**src/hw/exs_regs.svh**
```systemverilog
// Constants of the exception sequencer: vectors, reset values, timing
`ifndef EXS_REGS_SVH
`define EXS_REGS_SVH
`define EXS_VEC_RESET     8'h00
`define EXS_VEC_MRESET    8'h01
`define EXS_VEC_TRACE     8'h05
`define EXS_VEC_DIRECT    8'h06
`define EXS_VEC_NMI       8'h07
`define EXS_VEC_TRAP0     8'h08
`define EXS_VEC_IRQ0      8'h10
`define EXS_VEC_INT_FIRST 8'h20
`define EXS_VEC_INT_LAST  8'h76
`define EXS_SLOT_SHIFT    2
`define EXS_CLK_PERIOD_NS 10
`define EXS_RST_RUN_STATES 20
`define EXS_RST_PWR_MS    20
`define EXS_CCR_I_BIT     7
`define EXS_EXR_T_BIT     7
`define EXS_EXR_RESET     8'h07
`define EXS_CCR_RESET     8'h80
`define EXS_SAVE_WORDS    3
`endif

```
**src/hw/exs_pkg.sv**
```systemverilog
// Types shared by the exception sequencer modules
package exs_pkg;
   typedef enum logic [2:0] {
      EXS_SRC_NONE  = 3'b000,
      EXS_SRC_RESET = 3'b001,
      EXS_SRC_TRACE = 3'b010,
      EXS_SRC_INT   = 3'b011,
      EXS_SRC_TRAP  = 3'b100
   } exs_src_type;
endpackage : exs_pkg

```
**src/hw/exs_arb_if.sv**
```systemverilog
// Interface between the sequencer and its priority picker
`timescale 1ns/1ns
`default_nettype none
interface exs_arb_if;
   import exs_pkg::*;
   logic        reset_req;
   logic        trace_req;
   logic        int_req;
   logic        trap_req;
   exs_src_type pick;
   modport seq (output reset_req, trace_req, int_req, trap_req,
                input pick);
   modport arb (input reset_req, trace_req, int_req, trap_req,
                output pick);
endinterface : exs_arb_if
`default_nettype wire

```
**src/hw/exs_arbiter.sv**
```systemverilog
// Fixed-priority picker of pending exceptions
`timescale 1ns/1ns
`default_nettype none
module exs_arbiter
   import exs_pkg::*;
(
   exs_arb_if.arb arb
);
   always_comb begin
      if (arb.reset_req)
         arb.pick = EXS_SRC_RESET;
      else if (arb.trace_req)
         arb.pick = EXS_SRC_TRACE;
      else if (arb.int_req)
         arb.pick = EXS_SRC_INT;
      else if (arb.trap_req)
         arb.pick = EXS_SRC_TRAP;
      else
         arb.pick = EXS_SRC_NONE;
   end
endmodule : exs_arbiter
`default_nettype wire

```
**src/hw/exs_sequencer.sv**
```systemverilog
// Exception sequencer top: priority, start points, reset and vector fetch
//
// Overview of operation
// - Accept pending exceptions in fixed priority order.
// - Reset starts on pin release or on watchdog while running.
// - Hold everything while reset pin low.
// - Trace at instruction end when trace flag set.
// - Trace only in mode 2, never after return.
// - Interrupt at instruction end when request pending.
// - No interrupt detection after control instructions, reset.
// - Trap instruction always starts trap handling; a reset, trace or interrupt picked in the same cycle drops it.
// - Every source has own vector number.
// - Reserved vector numbers serve no source; an interrupt with one is flagged but still fetched.
// - Manual reset and direct-transition vectors unused.
// - Vector addresses are low sixteen bits.
// - Reset clears trace, sets interrupt masks.
// - Load reset vector into program counter.
// - Interrupt control mode zero after reset.
// - Block all interrupts until first instruction.
// - Save PC, CONDITION_CODE_REG, EXTENDED_CONTROL_REG before vector fetch, except on reset.
`timescale 1ns/1ns
`default_nettype none
`include "exs_regs.svh"
module exs_sequencer
   import exs_pkg::*;
(
   // Clock and reset
   input  wire logic        ref_clk,
   input  wire logic        rst,
   // Reset sources
   input  wire logic        chip_clear_in_n,
   input  wire logic        wdt_overflow,
   // Instruction sequencer boundary
   input  wire logic        instr_done,
   input  wire logic        return_from_exception_instr,
   input  wire logic        and_to_control_instr,
   input  wire logic        or_to_control_instr,
   input  wire logic        xor_to_control_instr,
   input  wire logic        load_control_instr,
   input  wire logic        trap_always_instr,
   input  wire logic [1:0]  trap_num,
   // Interrupt controller
   input  wire logic        int_pending,
   input  wire logic        int_is_nmi,
   input  wire logic [7:0]  int_vec,
   input  wire logic        int_mode_set,
   input  wire logic [1:0]  int_mode_in,
   // Control registers written by the core
   input  wire logic        ctl_write,
   input  wire logic [7:0]  ccr_in,
   input  wire logic [7:0]  exr_in,
   // Bus access handshake
   input  wire logic        bus_ack,
   input  wire logic [31:0] bus_rdata,
   // Bus requests
   output logic             bus_req,
   output logic             bus_we,
   output logic [31:0]      bus_addr,
   output logic [31:0]      bus_wdata,
   output logic             bus_long,
   // Core control and state
   output logic             cpu_halt,
   output logic             periph_init,
   output logic             pc_load,
   output logic [31:0]      pc_out,
   output logic [7:0]       condition_code_reg,
   output logic [7:0]       extended_control_reg,
   output logic [1:0]       int_mode,
   output logic             int_ack,
   output logic [7:0]       vec_num_out,
   output logic             exc_active,
   output logic             vec_error
);
   typedef enum logic [2:0] {
      ST_RESET = 3'b000,
      ST_INIT  = 3'b001,
      ST_RUN   = 3'b010,
      ST_SAVE  = 3'b011,
      ST_FETCH = 3'b100,
      ST_LOAD  = 3'b101
   } exs_state_type;

   exs_arb_if arb_bus ();

   exs_state_type state_reg, state_next;
   exs_src_type   src_reg, src_next;
   logic [1:0]  save_cnt_reg, save_cnt_next;
   logic [31:0] sp_reg, sp_next;
   logic [31:0] pc_reg, pc_next;
   logic [7:0]  ccr_reg, ccr_next, exr_reg, exr_next;
   logic [1:0]  mode_reg, mode_next;
   logic        int_block_reg, int_block_next;
   logic        skip_int_reg, skip_int_next;
   logic        no_trace_reg, no_trace_next;
   logic        req_reg, req_next, we_reg, we_next, long_reg, long_next;
   logic [31:0] addr_reg, addr_next, wdata_reg, wdata_next;
   logic        halt_reg, halt_next, init_reg, init_next;
   logic        pcld_reg, pcld_next, ack_reg, ack_next;
   logic [7:0]  vnum_reg, vnum_next;
   logic        verr_reg, verr_next;
   logic        exc_reg, exc_next;
   logic [7:0]  map_num;
   logic [15:0] map_addr;
   logic        map_bad;
   logic        boundary;

   // ------------------------------------------------------------
   // Priority picker and vector map
   // ------------------------------------------------------------
   // ranking of requests
   exs_arbiter u_arb (.arb(arb_bus.arb));

   exs_vector_map u_map (
      .src       (state_reg == ST_RUN ? arb_bus.pick : src_reg),
      .trap_num  (trap_num),
      .int_is_nmi(int_is_nmi),
      .int_vec   (int_vec),
      .vec_num   (map_num),
      .vec_addr  (map_addr),
      .vec_bad   (map_bad)
   );

   assign boundary = instr_done && state_reg == ST_RUN;
   // reset request comes from the watchdog while running
   assign arb_bus.reset_req = wdt_overflow;
   // trace only in mode 2 and not after return
   assign arb_bus.trace_req = boundary && exr_reg[`EXS_EXR_T_BIT] &&
                              mode_reg == 2'd2 &&
                              !return_from_exception_instr && !no_trace_reg;
   assign arb_bus.int_req = boundary && int_pending && !int_block_reg &&
                            !skip_int_reg && !and_to_control_instr &&
                            !or_to_control_instr && !xor_to_control_instr &&
                            !load_control_instr;
   assign arb_bus.trap_req = state_reg == ST_RUN && trap_always_instr;

   // ------------------------------------------------------------
   // Sequencer next state
   // ------------------------------------------------------------
   always_comb begin
      state_next = state_reg;
      src_next = src_reg;
      save_cnt_next = save_cnt_reg;
      sp_next = sp_reg;
      pc_next = pc_reg;
      ccr_next = ccr_reg;
      exr_next = exr_reg;
      mode_next = mode_reg;
      int_block_next = int_block_reg;
      skip_int_next = skip_int_reg;
      no_trace_next = 1'b0;
      req_next = 1'b0;
      we_next = 1'b0;
      long_next = long_reg;
      addr_next = addr_reg;
      wdata_next = wdata_reg;
      halt_next = 1'b0;
      init_next = 1'b0;
      pcld_next = 1'b0;
      ack_next = 1'b0;
      vnum_next = vnum_reg;
      verr_next = verr_reg;
      if (ctl_write && state_reg == ST_RUN) begin
         ccr_next = ccr_in;
         exr_next = exr_in;
      end
      if (int_mode_set && state_reg == ST_RUN)
         mode_next = int_mode_in;
      // pin low holds the reset state
      if (!chip_clear_in_n) begin
         state_next = ST_RESET;
         halt_next = 1'b1;
      end else begin
         unique case (state_reg)
            ST_RESET: begin
               state_next = ST_INIT;
               halt_next = 1'b1;
               init_next = 1'b1;
            end
            ST_INIT: begin
               exr_next = `EXS_EXR_RESET;
               ccr_next = `EXS_CCR_RESET;
               mode_next = 2'd0;
               int_block_next = 1'b1;
               src_next = EXS_SRC_RESET;
               vnum_next = `EXS_VEC_RESET;
               verr_next = 1'b0;
               // longword fetch of the reset vector
               req_next = 1'b1;
               long_next = 1'b1;
               addr_next = 32'h0000_0000;
               halt_next = 1'b1;
               state_next = ST_FETCH;
            end
            ST_RUN: begin
               if (instr_done) begin
                  int_block_next = 1'b0;
                  skip_int_next = 1'b0;
               end
               if (arb_bus.pick == EXS_SRC_RESET) begin
                  state_next = ST_INIT;
                  init_next = 1'b1;
                  halt_next = 1'b1;
               end else if (arb_bus.pick != EXS_SRC_NONE) begin
                  src_next = arb_bus.pick;
                  vnum_next = map_num;
                  verr_next = map_bad;
                  ack_next = arb_bus.pick == EXS_SRC_INT;
                  save_cnt_next = 2'd0;
                  state_next = ST_SAVE;
               end
            end
            ST_SAVE: begin
               // push PC, CONDITION_CODE_REG and EXTENDED_CONTROL_REG before the fetch
               if (!req_reg) begin
                  req_next = 1'b1;
                  we_next = 1'b1;
                  long_next = save_cnt_reg == 2'd0;
                  sp_next = sp_reg - 32'd4;
                  addr_next = sp_reg - 32'd4;
                  unique case (save_cnt_reg)
                     2'd0:    wdata_next = pc_reg;
                     2'd1:    wdata_next = {24'h00_0000, ccr_reg};
                     default: wdata_next = {24'h00_0000, exr_reg};
                  endcase
               end else if (!bus_ack) begin
                  req_next = 1'b1;
                  we_next = 1'b1;
               end else if (save_cnt_reg == 2'(`EXS_SAVE_WORDS - 1)) begin
                  ccr_next[`EXS_CCR_I_BIT] = 1'b1;
                  if (mode_reg == 2'd2)
                     exr_next[`EXS_EXR_T_BIT] = 1'b0;
                  addr_next = {16'h0000, map_addr};
                  long_next = 1'b1;
                  req_next = 1'b1;
                  state_next = ST_FETCH;
               end else
                  save_cnt_next = save_cnt_reg + 2'd1;
            end
            ST_FETCH: begin
               halt_next = src_reg == EXS_SRC_RESET;
               if (bus_ack) begin
                  pc_next = bus_rdata;
                  state_next = ST_LOAD;
               end else
                  req_next = 1'b1;
            end
            ST_LOAD: begin
               pcld_next = 1'b1;
               // no interrupt detection right after reset handling
               skip_int_next = src_reg == EXS_SRC_RESET;
               no_trace_next = 1'b1;
               state_next = ST_RUN;
            end
            default: begin
               state_next = ST_RESET;
               halt_next = 1'b1;
            end
         endcase
      end
      exc_next = state_next != ST_RUN;
   end

   // ------------------------------------------------------------
   // Registers
   // ------------------------------------------------------------
   always_ff @(posedge ref_clk) begin
      if (rst) begin
         state_reg <= ST_RESET;
         src_reg <= EXS_SRC_NONE;
         save_cnt_reg <= 2'd0;
         sp_reg <= 32'h0000_0000;
         pc_reg <= 32'h0000_0000;
         ccr_reg <= `EXS_CCR_RESET;
         exr_reg <= `EXS_EXR_RESET;
         mode_reg <= 2'd0;
         int_block_reg <= 1'b1;
         skip_int_reg <= 1'b1;
         no_trace_reg <= 1'b0;
         req_reg <= 1'b0;
         we_reg <= 1'b0;
         long_reg <= 1'b0;
         addr_reg <= 32'h0000_0000;
         wdata_reg <= 32'h0000_0000;
         halt_reg <= 1'b1;
         init_reg <= 1'b0;
         pcld_reg <= 1'b0;
         ack_reg <= 1'b0;
         vnum_reg <= 8'h00;
         verr_reg <= 1'b0;
         exc_reg <= 1'b1;
      end else begin
         state_reg <= state_next;
         src_reg <= src_next;
         save_cnt_reg <= save_cnt_next;
         sp_reg <= sp_next;
         pc_reg <= pc_next;
         ccr_reg <= ccr_next;
         exr_reg <= exr_next;
         mode_reg <= mode_next;
         int_block_reg <= int_block_next;
         skip_int_reg <= skip_int_next;
         no_trace_reg <= no_trace_next;
         req_reg <= req_next;
         we_reg <= we_next;
         long_reg <= long_next;
         addr_reg <= addr_next;
         wdata_reg <= wdata_next;
         halt_reg <= halt_next;
         init_reg <= init_next;
         pcld_reg <= pcld_next;
         ack_reg <= ack_next;
         vnum_reg <= vnum_next;
         verr_reg <= verr_next;
         exc_reg <= exc_next;
      end
   end

   assign bus_req = req_reg;
   assign bus_we = we_reg;
   assign bus_addr = addr_reg;
   assign bus_wdata = wdata_reg;
   assign bus_long = long_reg;
   assign cpu_halt = halt_reg;
   assign periph_init = init_reg;
   assign pc_load = pcld_reg;
   assign pc_out = pc_reg;
   assign condition_code_reg = ccr_reg;
   assign extended_control_reg = exr_reg;
   assign int_mode = mode_reg;
   assign int_ack = ack_reg;
   assign vec_num_out = vnum_reg;
   assign exc_active = exc_reg;
   assign vec_error = verr_reg;

   // ------------------------------------------------------------
   // Checks
   // ------------------------------------------------------------
   reset_holds_a: assert property (@(posedge ref_clk) disable iff (rst)
      !chip_clear_in_n |=> cpu_halt && state_reg == ST_RESET)
      else $error("reset pin low but core not halted");
   reset_start_a: assert property (@(posedge ref_clk) disable iff (rst)
      $rose(chip_clear_in_n) && state_reg == ST_RESET |=> periph_init)
      else $error("reset handling did not start on pin release");
   reset_masks_a: assert property (@(posedge ref_clk) disable iff (rst)
      state_reg == ST_INIT && chip_clear_in_n |=>
      condition_code_reg[`EXS_CCR_I_BIT] && int_mode == 2'd0 &&
      !extended_control_reg[`EXS_EXR_T_BIT])
      else $error("reset left wrong mask or trace state");
   reset_vec_a: assert property (@(posedge ref_clk) disable iff (rst)
      state_reg == ST_INIT && chip_clear_in_n |=>
      bus_req && bus_long && bus_addr == 32'h0000_0000)
      else $error("reset vector fetch not issued");
   trace_mode_a: assert property (@(posedge ref_clk) disable iff (rst)
      boundary && (mode_reg != 2'd2 || return_from_exception_instr) |=>
      !(state_reg == ST_SAVE && src_reg == EXS_SRC_TRACE))
      else $error("trace taken outside mode 2 or after return");
   prio_order_a: assert property (@(posedge ref_clk) disable iff (rst)
      arb_bus.trace_req && arb_bus.int_req && !wdt_overflow |->
      arb_bus.pick == EXS_SRC_TRACE)
      else $error("interrupt beat trace");
   int_skip_a: assert property (@(posedge ref_clk) disable iff (rst)
      boundary && (and_to_control_instr || or_to_control_instr ||
      xor_to_control_instr || load_control_instr) |=> !int_ack)
      else $error("interrupt detected after control instruction");
   trap_take_a: assert property (@(posedge ref_clk) disable iff (rst)
      state_reg == ST_RUN && trap_always_instr && !wdt_overflow &&
      !arb_bus.trace_req && !arb_bus.int_req && chip_clear_in_n
      |=> state_reg == ST_SAVE && src_reg == EXS_SRC_TRAP)
      else $error("trap not started");
   slot_addr_a: assert property (@(posedge ref_clk) disable iff (rst)
      state_reg == ST_FETCH |->
      bus_addr == {22'h00_0000, vec_num_out, 2'b00})
      else $error("slot address not number times four");
endmodule : exs_sequencer
`default_nettype wire

```
**src/hw/exs_vector_map.sv**
```systemverilog
// Vector number and vector slot address for each exception source
`timescale 1ns/1ns
`default_nettype none
`include "exs_regs.svh"
module exs_vector_map
   import exs_pkg::*;
(
   input  wire exs_src_type src,
   input  wire logic [1:0]  trap_num,
   input  wire logic        int_is_nmi,
   input  wire logic [7:0]  int_vec,
   output logic [7:0]       vec_num,
   output logic [15:0]      vec_addr,
   output logic             vec_bad
);
   function automatic logic vec_reserved(input logic [7:0] v);
      return (v >= 8'h02 && v <= 8'h04) || (v >= 8'h0C && v <= 8'h0F) ||
             (v >= 8'h18 && v <= 8'h1F) || v == `EXS_VEC_MRESET ||
             v == `EXS_VEC_DIRECT || v > `EXS_VEC_INT_LAST;
   endfunction : vec_reserved

   always_comb begin
      unique case (src)
         EXS_SRC_RESET: vec_num = `EXS_VEC_RESET;
         EXS_SRC_TRACE: vec_num = `EXS_VEC_TRACE;
         EXS_SRC_INT:   vec_num = int_is_nmi ? `EXS_VEC_NMI : int_vec;
         EXS_SRC_TRAP:  vec_num = `EXS_VEC_TRAP0 + {6'h00, trap_num};
         default:       vec_num = `EXS_VEC_RESET;
      endcase
      // Reserved numbers are flagged but still mapped to their slot
      vec_bad  = (src == EXS_SRC_INT) && !int_is_nmi &&
                 (vec_reserved(int_vec) || int_vec < `EXS_VEC_IRQ0);
      // low sixteen bits, table at zero
      vec_addr = {6'h00, vec_num, 2'b00};
   end
endmodule : exs_vector_map
`default_nettype wire
```
**config.mk**
```make
export PLATFORM = sky130hd
export DESIGN_NAME = exs_sequencer
export DESIGN_NICKNAME = d
export VERILOG_FILES = /design/src/hw/exs_pkg.sv /design/src/hw/exs_arb_if.sv /design/src/hw/exs_arbiter.sv /design/src/hw/exs_sequencer.sv /design/src/hw/exs_vector_map.sv
export VERILOG_INCLUDE_DIRS = /design/src /design/src/hw
export SDC_FILE = /design/constraint.sdc
export NUM_CORES = 1
export LEC_CHECK = 0
export BUFFER_PORTS_ARGS = -buffer_cell sky130_fd_sc_hd__buf_4
export CAP_MARGIN = 20
export CORE_MARGIN = 5
export CORE_UTILIZATION = 56
export DETAILED_ROUTE_END_ITERATION = 8
export PLACE_DENSITY = 0.91
export SYNTH_ARGS = -nofsm -noshare
export SYNTH_HDL_FRONTEND = slang
export SYNTH_SLANG_ARGS = --single-unit
export TNS_END_PERCENT = 30
```
**constraint.sdc**
```tcl
create_clock -name ref_clk -period 4.5 [get_ports ref_clk]
set_input_delay 0.9 -clock ref_clk [delete_from_list [all_inputs] [get_ports ref_clk]]
set_output_delay 0.9 -clock ref_clk [all_outputs]
set_load 0.01 [all_outputs]
```
* Word level (Yosys, flattened, before mapping) *
Cells that the tools add are included.

cells by class
  add/subtract/negate cells = 3
  equality and inequality tests = 25
  bitwise gates (word level) = 5
  $lt $le $gt $ge = 8
  reduce and logical (&&, ||, !) cells = 53
  multiplexer cells = 70

operators by type and width
  cell                   number
  $pmux 32 s2            2
  $mux 32                3
  $mux 8                 7
  $mux 3                 14
  $sub 32x3->32 const B  1
  $pmux 8 s3             1
  $logic_and 1x1->1      20
  $mux 1                 20
  $pmux 3 s6             1
  $mux 2                 8
  $pmux 8 s2             1
  $eq 3x2->1 const B     5
  $mux 7                 2
  $pmux 1 s2             7
  $reduce_and 3->1       4
  $ne 2x2->1 const B     5
  $eq 3x1->1 const B     3
  $eq 3x3->1 const B     3
  $logic_not 1->1        9
  $eq 8x1->1 const B     1
  $eq 8x3->1 const B     1
  $ge 8x2->1 const B     1
  $ge 8x4->1 const B     1
  $ge 8x5->1 const B     1
  other kinds (26)       43

storage, ports and cells
  bits in registers = 173
  output and inout port bits = 131

* Logic depth before layout (Yosys ltp) *
  depth after elaboration = 19
  mapped depth = 9
  mapped depth without buffers = 8

* Modules after synthesis *
Synthesis repeated with hierarchy kept, for this count alone.

second synthesis, totals
  cell total of the unflattened synthesis = 960
  area, all modules = 7629.8 um^2

modules (own cells, without submodules)
  module          cells each  area each (um^2)  seq. area each (um^2)  instances
  exs_sequencer   915         7320.8            3423.3                 1
  exs_vector_map  40          274.0             0.0                    1
  exs_arbiter     5           35.0              0.0                    1

* Worst setup path after synthesis *
No wires, ideal clock.

  path type = input-to-reg
  start = input and_to_control_instr
  end = register addr_reg[2] (netlist: bus_addr[2])
  cell stages on the path = 6
  setup slack = 1.644 ns
  library setup time = 0.117 ns
  data arrival time = 2.738 ns
  cell sequence = or4_1 -> a211o_1 -> a211o_1 -> o22a_1 -> a211o_1 -> a32o_1

between the ends
  longest elaborated chain between the ends = 15
  elaborated cells on any way between the ends = 17
  those cells by class = 3 x eq/ne; 9 x mux; 5 x reduce/logical

RTL lines
  what                                             RTL line              source
  from (decl)                                      exs_sequencer.sv:36   input wire logic and_to_control_instr,
  $logic_not 1->1 *                                exs_sequencer.sv:131  !skip_int_reg && !and_to_control_instr &&
  $logic_and 1x1->1 * (2 in series)                exs_sequencer.sv:131
  $logic_and 1x1->1 * (2 in series)                exs_sequencer.sv:132  !or_to_control_instr && !xor_to_control_instr &&
  $mux 3 *                                         exs_arbiter.sv:14     else if (arb.int_req)
  $mux 3 *                                         exs_arbiter.sv:12     else if (arb.trace_req)
  $mux 3 *                                         exs_arbiter.sv:10     if (arb.reset_req)
  $mux 3 *                                         exs_sequencer.sv:114  .src (state_reg == ST_RUN ? arb_bus.pick : src_reg),
  $eq 3x3->1 / $eq 3x2->1 (equally long branches)  exs_vector_map.sv:23  unique case (src)
  $pmux 8 s3 *                                     exs_vector_map.sv:23
  $mux 32 *                                        exs_sequencer.sv:228  end else if (save_cnt_reg == 2'(`EXS_SAVE_WORDS - 1)) begin
  $mux 32 *                                        exs_sequencer.sv:225  end else if (!bus_ack) begin
  $mux 32 *                                        exs_sequencer.sv:214  if (!req_reg) begin
  $pmux 32 s2 *                                    exs_sequencer.sv:173  unique case (state_reg)
  to (signal assigned)                             exs_sequencer.sv:306  addr_reg <= addr_next;
  to (decl)                                        exs_sequencer.sv:96   logic [31:0] addr_reg, addr_next, wdata_reg, wdata_next;

Mark *: on every way between the ends. The rest lies on a longest branch, timed or not. The select of a mux whose other input is x is not followed.
A chain may end at the register's enable or synchronous reset.

* Final worst setup path *
  start = register sp_reg[20]
  end = register addr_reg[31] (netlist: bus_addr[31])

between the ends
  longest elaborated chain between the ends = 3

RTL lines
  what                    RTL line              source
  from (decl)             exs_sequencer.sv:88   logic [31:0] sp_reg, sp_next;
  from (signal assigned)  exs_sequencer.sv:295  sp_reg <= sp_next;
  $sub 32x3->32           exs_sequencer.sv:219  addr_next = sp_reg - 32'd4;
  $mux 32                 exs_sequencer.sv:214
  $pmux 32 s2             exs_sequencer.sv:173

Every way passes these cells.

==> summary.md <==
| Metric | Value |
|---|---|
| Initial antenna violation count | `0` |
| Vias in the first global route | `roughly 6400` |
| Clock Path Buffers | `2` |
| Reg-to-reg endpoint | `bus_addr[31]$_SDFFE_PP0P_` |
| IO buf count | `about 200` |
| R2r setup slk | `1.83 ns` |
| Min Tclk post-route | `approximately 2.7 ns` |
| Row cnt | `41` |
| Most frequent cells in the layout | `214 x buf_4, 169 x dfxtp_1, 159 x nand2_1` |
| Top FF cell, synth | `dfxtp_1` |
| Status | `complete, no violations` |
| Cts repair resizes | `0` |
| CTS tree | `done` |
| DPL Wire Length | `14.0 mm` |
| Critical Path RT | `4.82 ns` |
| CTS clock-pin slew for the worst setup and hold paths | `roughly 0.06 ns` |
| Global-route wire length before repair | `31.2 mm` |
| Post-synthesis cell count | `roughly 860` |
| Cell depth of the worst min-delay path | `2` |
| Critical path's slowest cell | `or4_1` |
| GPL Wtd Cong | `around 0.88` |
| Seq/Total Area, Yosys | `0.478` |
| Worst slew pin tran | `slightly above 0.7 ns` |
| Starting Density | `0.566` |
| N_diodes | `0` |
| Residual DRC | `0` |
| Final Power | `around 0.003 W` |
| Critical Path AT | `between 2 and 3 ns` |
| Initial drt markers | `between 500 and 600` |
| Placeable Area | `approximately 0.013 mm²` |
| Worst IR Drop VDD | `289 µV` |
| Multi-input logic area | `0.00344 mm²` |
| Overflow after GRT | `0` |
| Worst-Skew Late Latency | `0.43 ns` |
| RSZ-0062 raised after global routing | `false` |
| Min-delay src | `bus_addr[16]$_SDFFE_PP0P_` |
| Number of clock sinks | `~170` |
| Setup TNS | `0 ns` |
| Fraction of final layout cells sized beyond drive strength 1 | `0.239` |
| Die Y | `between 100 and 150 µm` |
| Post-CTS setup buffer count | `0` |
| Number of synthesized flops with an enable pin | `0` |
| Hold Vio Cnt, Final | `0` |
| Most common cell after layout, fill and taps aside | `buf_4` |
| Worst setup EP type | `register` |
| Filler cells | `between 900 and 1000` |
| DIE WIDTH | `roughly 120 µm` |
| Final #Nets | `1113` |
| Ys async rst share | `0` |
| Final wirelength | `20.0 mm` |
| Max-Slew Margin vs Limit | `0.518` |
| MaxCap Viol Count | `0` |
| Worst-path maximum fanout | `9` |
| Cell variety after synth | `just under 60` |
| Register area | `between 0.003 and 0.004 mm²` |
| Synthesized area per cell | `between 8 and 9 µm²` |
| Largest stage delay, worst path | `approximately 0.69 ns` |
| Worst Skew | `approximately 0.018 ns` |
| Fin crit share | `0.593` |
| Final setup viols | `0` |
| Via-per-instance ratio | `approximately 5.6` |
| CTS Root Buffer Type | `clkbuf_16` |
| Worst Hold Path EP | `bus_addr[16]$_SDFFE_PP0P_` |
| Area growth, synth to finish | `30.3%` |
| Synthesized cell area | `between 0.007 and 0.008 mm²` |
| DIE AREA | `between 0.01 and 0.015 mm²` |
| Synth Register Bits | `~170` |
| Final Core Density | `0.737` |
| Critical path class | `register to register` |
| Yosys warns | `0` |
| Ports | `207` |
| DRT Pass-1 Iters | `5` |
| Critical-path cell list | `or4_1 > or4b_4 > or3_4 > nor3_1 > xor2_1 > a22o_1` |
| Tightest Hold Check Type | `register to register` |
| Worst setup SP type | `register` |
| Pwr per Cell Area | `around 320 mW/mm²` |
| Pins Over Slew Limit | `0` |
| Vias post-DR | `just under 7000` |
| Reg2reg path depth | `6` |
| GRT Total Usage | `0.262` |
| Largest net degree at the start of global routing | `69` |
| CTS H-tree depth | `4` |
| Static leakage | `about 3.8 nW` |
| Cts bufs inserted | `17` |
| Avg WL per Cell | `~16 µm` |
| CTS Hold Bufs | `0` |
| Antenna Nets Post-Route | `0` |
| Worst r2r src | `sp_reg[20]$_SDFFE_PP0P_` |
| Fmax | `~370 MHz` |
## power by group
| part | switching [W] | internal, W | total [W] |
|---|---|---|---|
| clock network | 0.000542 | 0.000780 | 0.00132 |
| logic | 0.0000674 | 0.0000624 | 0.000130 |
| registers | 0.00000760 | 0.00150 | 0.00151 |
| total | 0.000617 | 0.00234 | 0.00296 |
## critical path: cells and delay by family, from the launching register on
family	cells	cell delay, ns
and+or+nand+nor	4	1.84
DFF	1	0.41
AOI/OAI and AO/OA	1	0.21
xor gates and xnor gates	1	0.11
## cell usage after synthesis (3+ instances only)
cell / instances / area (µm²)
a211o_1: 3 / 26.3
a21o_1: 5 / 37.5
a21oi_1: 92 / 460
a22o_1: 20 / 175
a22oi_1: 19 / 143
a311oi_1: 8 / 70.1
a31oi_1: 5 / 31.3
a32o_1: 3 / 30.0
clkbuf_1: 51 / 191
dfxtp_1: 169 / 3380
ha_1: 5 / 62.6
inv_1: 8 / 30.0
nand2_1: 159 / 597
nand2b_1: 12 / 75.1
nand3_1: 42 / 210
nand4b_1: 3 / 26.3
nor2_1: 86 / 323
nor2b_1: 7 / 43.8
nor3_1: 17 / 85.1
nor3b_1: 5 / 37.5
nor4_1: 10 / 62.6
o21ai_0: 16 / 80.1
o2bb2ai_1: 5 / 43.8
or2_2: 6 / 37.5
or3_1: 7 / 43.8
or4_1: 5 / 37.5
xnor2_1: 20 / 175
xor2_1: 29 / 254
## layout make-up
type | instances | share of cell area
Sequential cell | 169 | 0.367
Multi-Input combinational cell | 621 | 0.373
Timing Repair Buffer | 215 | 0.177
Inverter | 8 | 0.00325
Tap cell | 172 | 0.0233
Clock buffer | 26 | 0.0519
Clock inverter | 3 | 0.00461
## logic make-up after synthesis
| kind of cell | share of synthesized area |
|---|---|
| adder cells (fa/ha/maj) | 0.00884 |
| AND/OR/NAND/NOR | 0.241 |
| buffers and inverters | 0.0375 |
| other | 0.000530 |
| multiplexers | 0.00141 |
| AO/OA/AOI/OAI | 0.173 |
| XOR/XNOR | 0.0606 |
| flip-flops | 0.478 |
## metrics by stage
stage	cells	area [µm²]	hold WS, ns	setup slack [ns]
detailed placement	1184	8680	0.445	1.43
global route	1214	9230	0.467	1.60
CTS	1213	9200	0.452	1.84
finish	1214	9230	0.448	1.83
floorplan	856	7080	0.415	1.64
global placement	1184	8680	0.426	1.44
## worst max-delay path by stage
stage	from	endpoint	slack, ns	cells after the start
floorplan	and_to_control_instr	bus_addr[2]$_SDFFE_PP0P_	1.64	6
global placement	and_to_control_instr	bus_addr[2]$_SDFFE_PP0P_	1.44	7
finish	sp_reg[20]$_SDFFE_PP0P_	bus_addr[31]$_SDFFE_PP0P_	1.83	6
global route	sp_reg[2]$_SDFFE_PP0P_	sp_reg[22]$_SDFFE_PP0P_	1.60	8
CTS	sp_reg[20]$_SDFFE_PP0P_	bus_addr[31]$_SDFFE_PP0P_	1.84	6
detailed placement	and_to_control_instr	bus_addr[2]$_SDFFE_PP0P_	1.43	7
## routing by layer
| layer | vias up | wire [µm] | global-route usage |
|---|---|---|---|
| li1 | 3312 | - | - |
| met1 | 3185 | 8260 | 0.323 |
| met2 | 230 | 9620 | 0.422 |
| met3 | 53 | 1360 | 0.0710 |
| met4 | 0 | 737 | 0.132 |
| met5 | - | 0 | 0 |
Power figures use the tool's default switching activity.
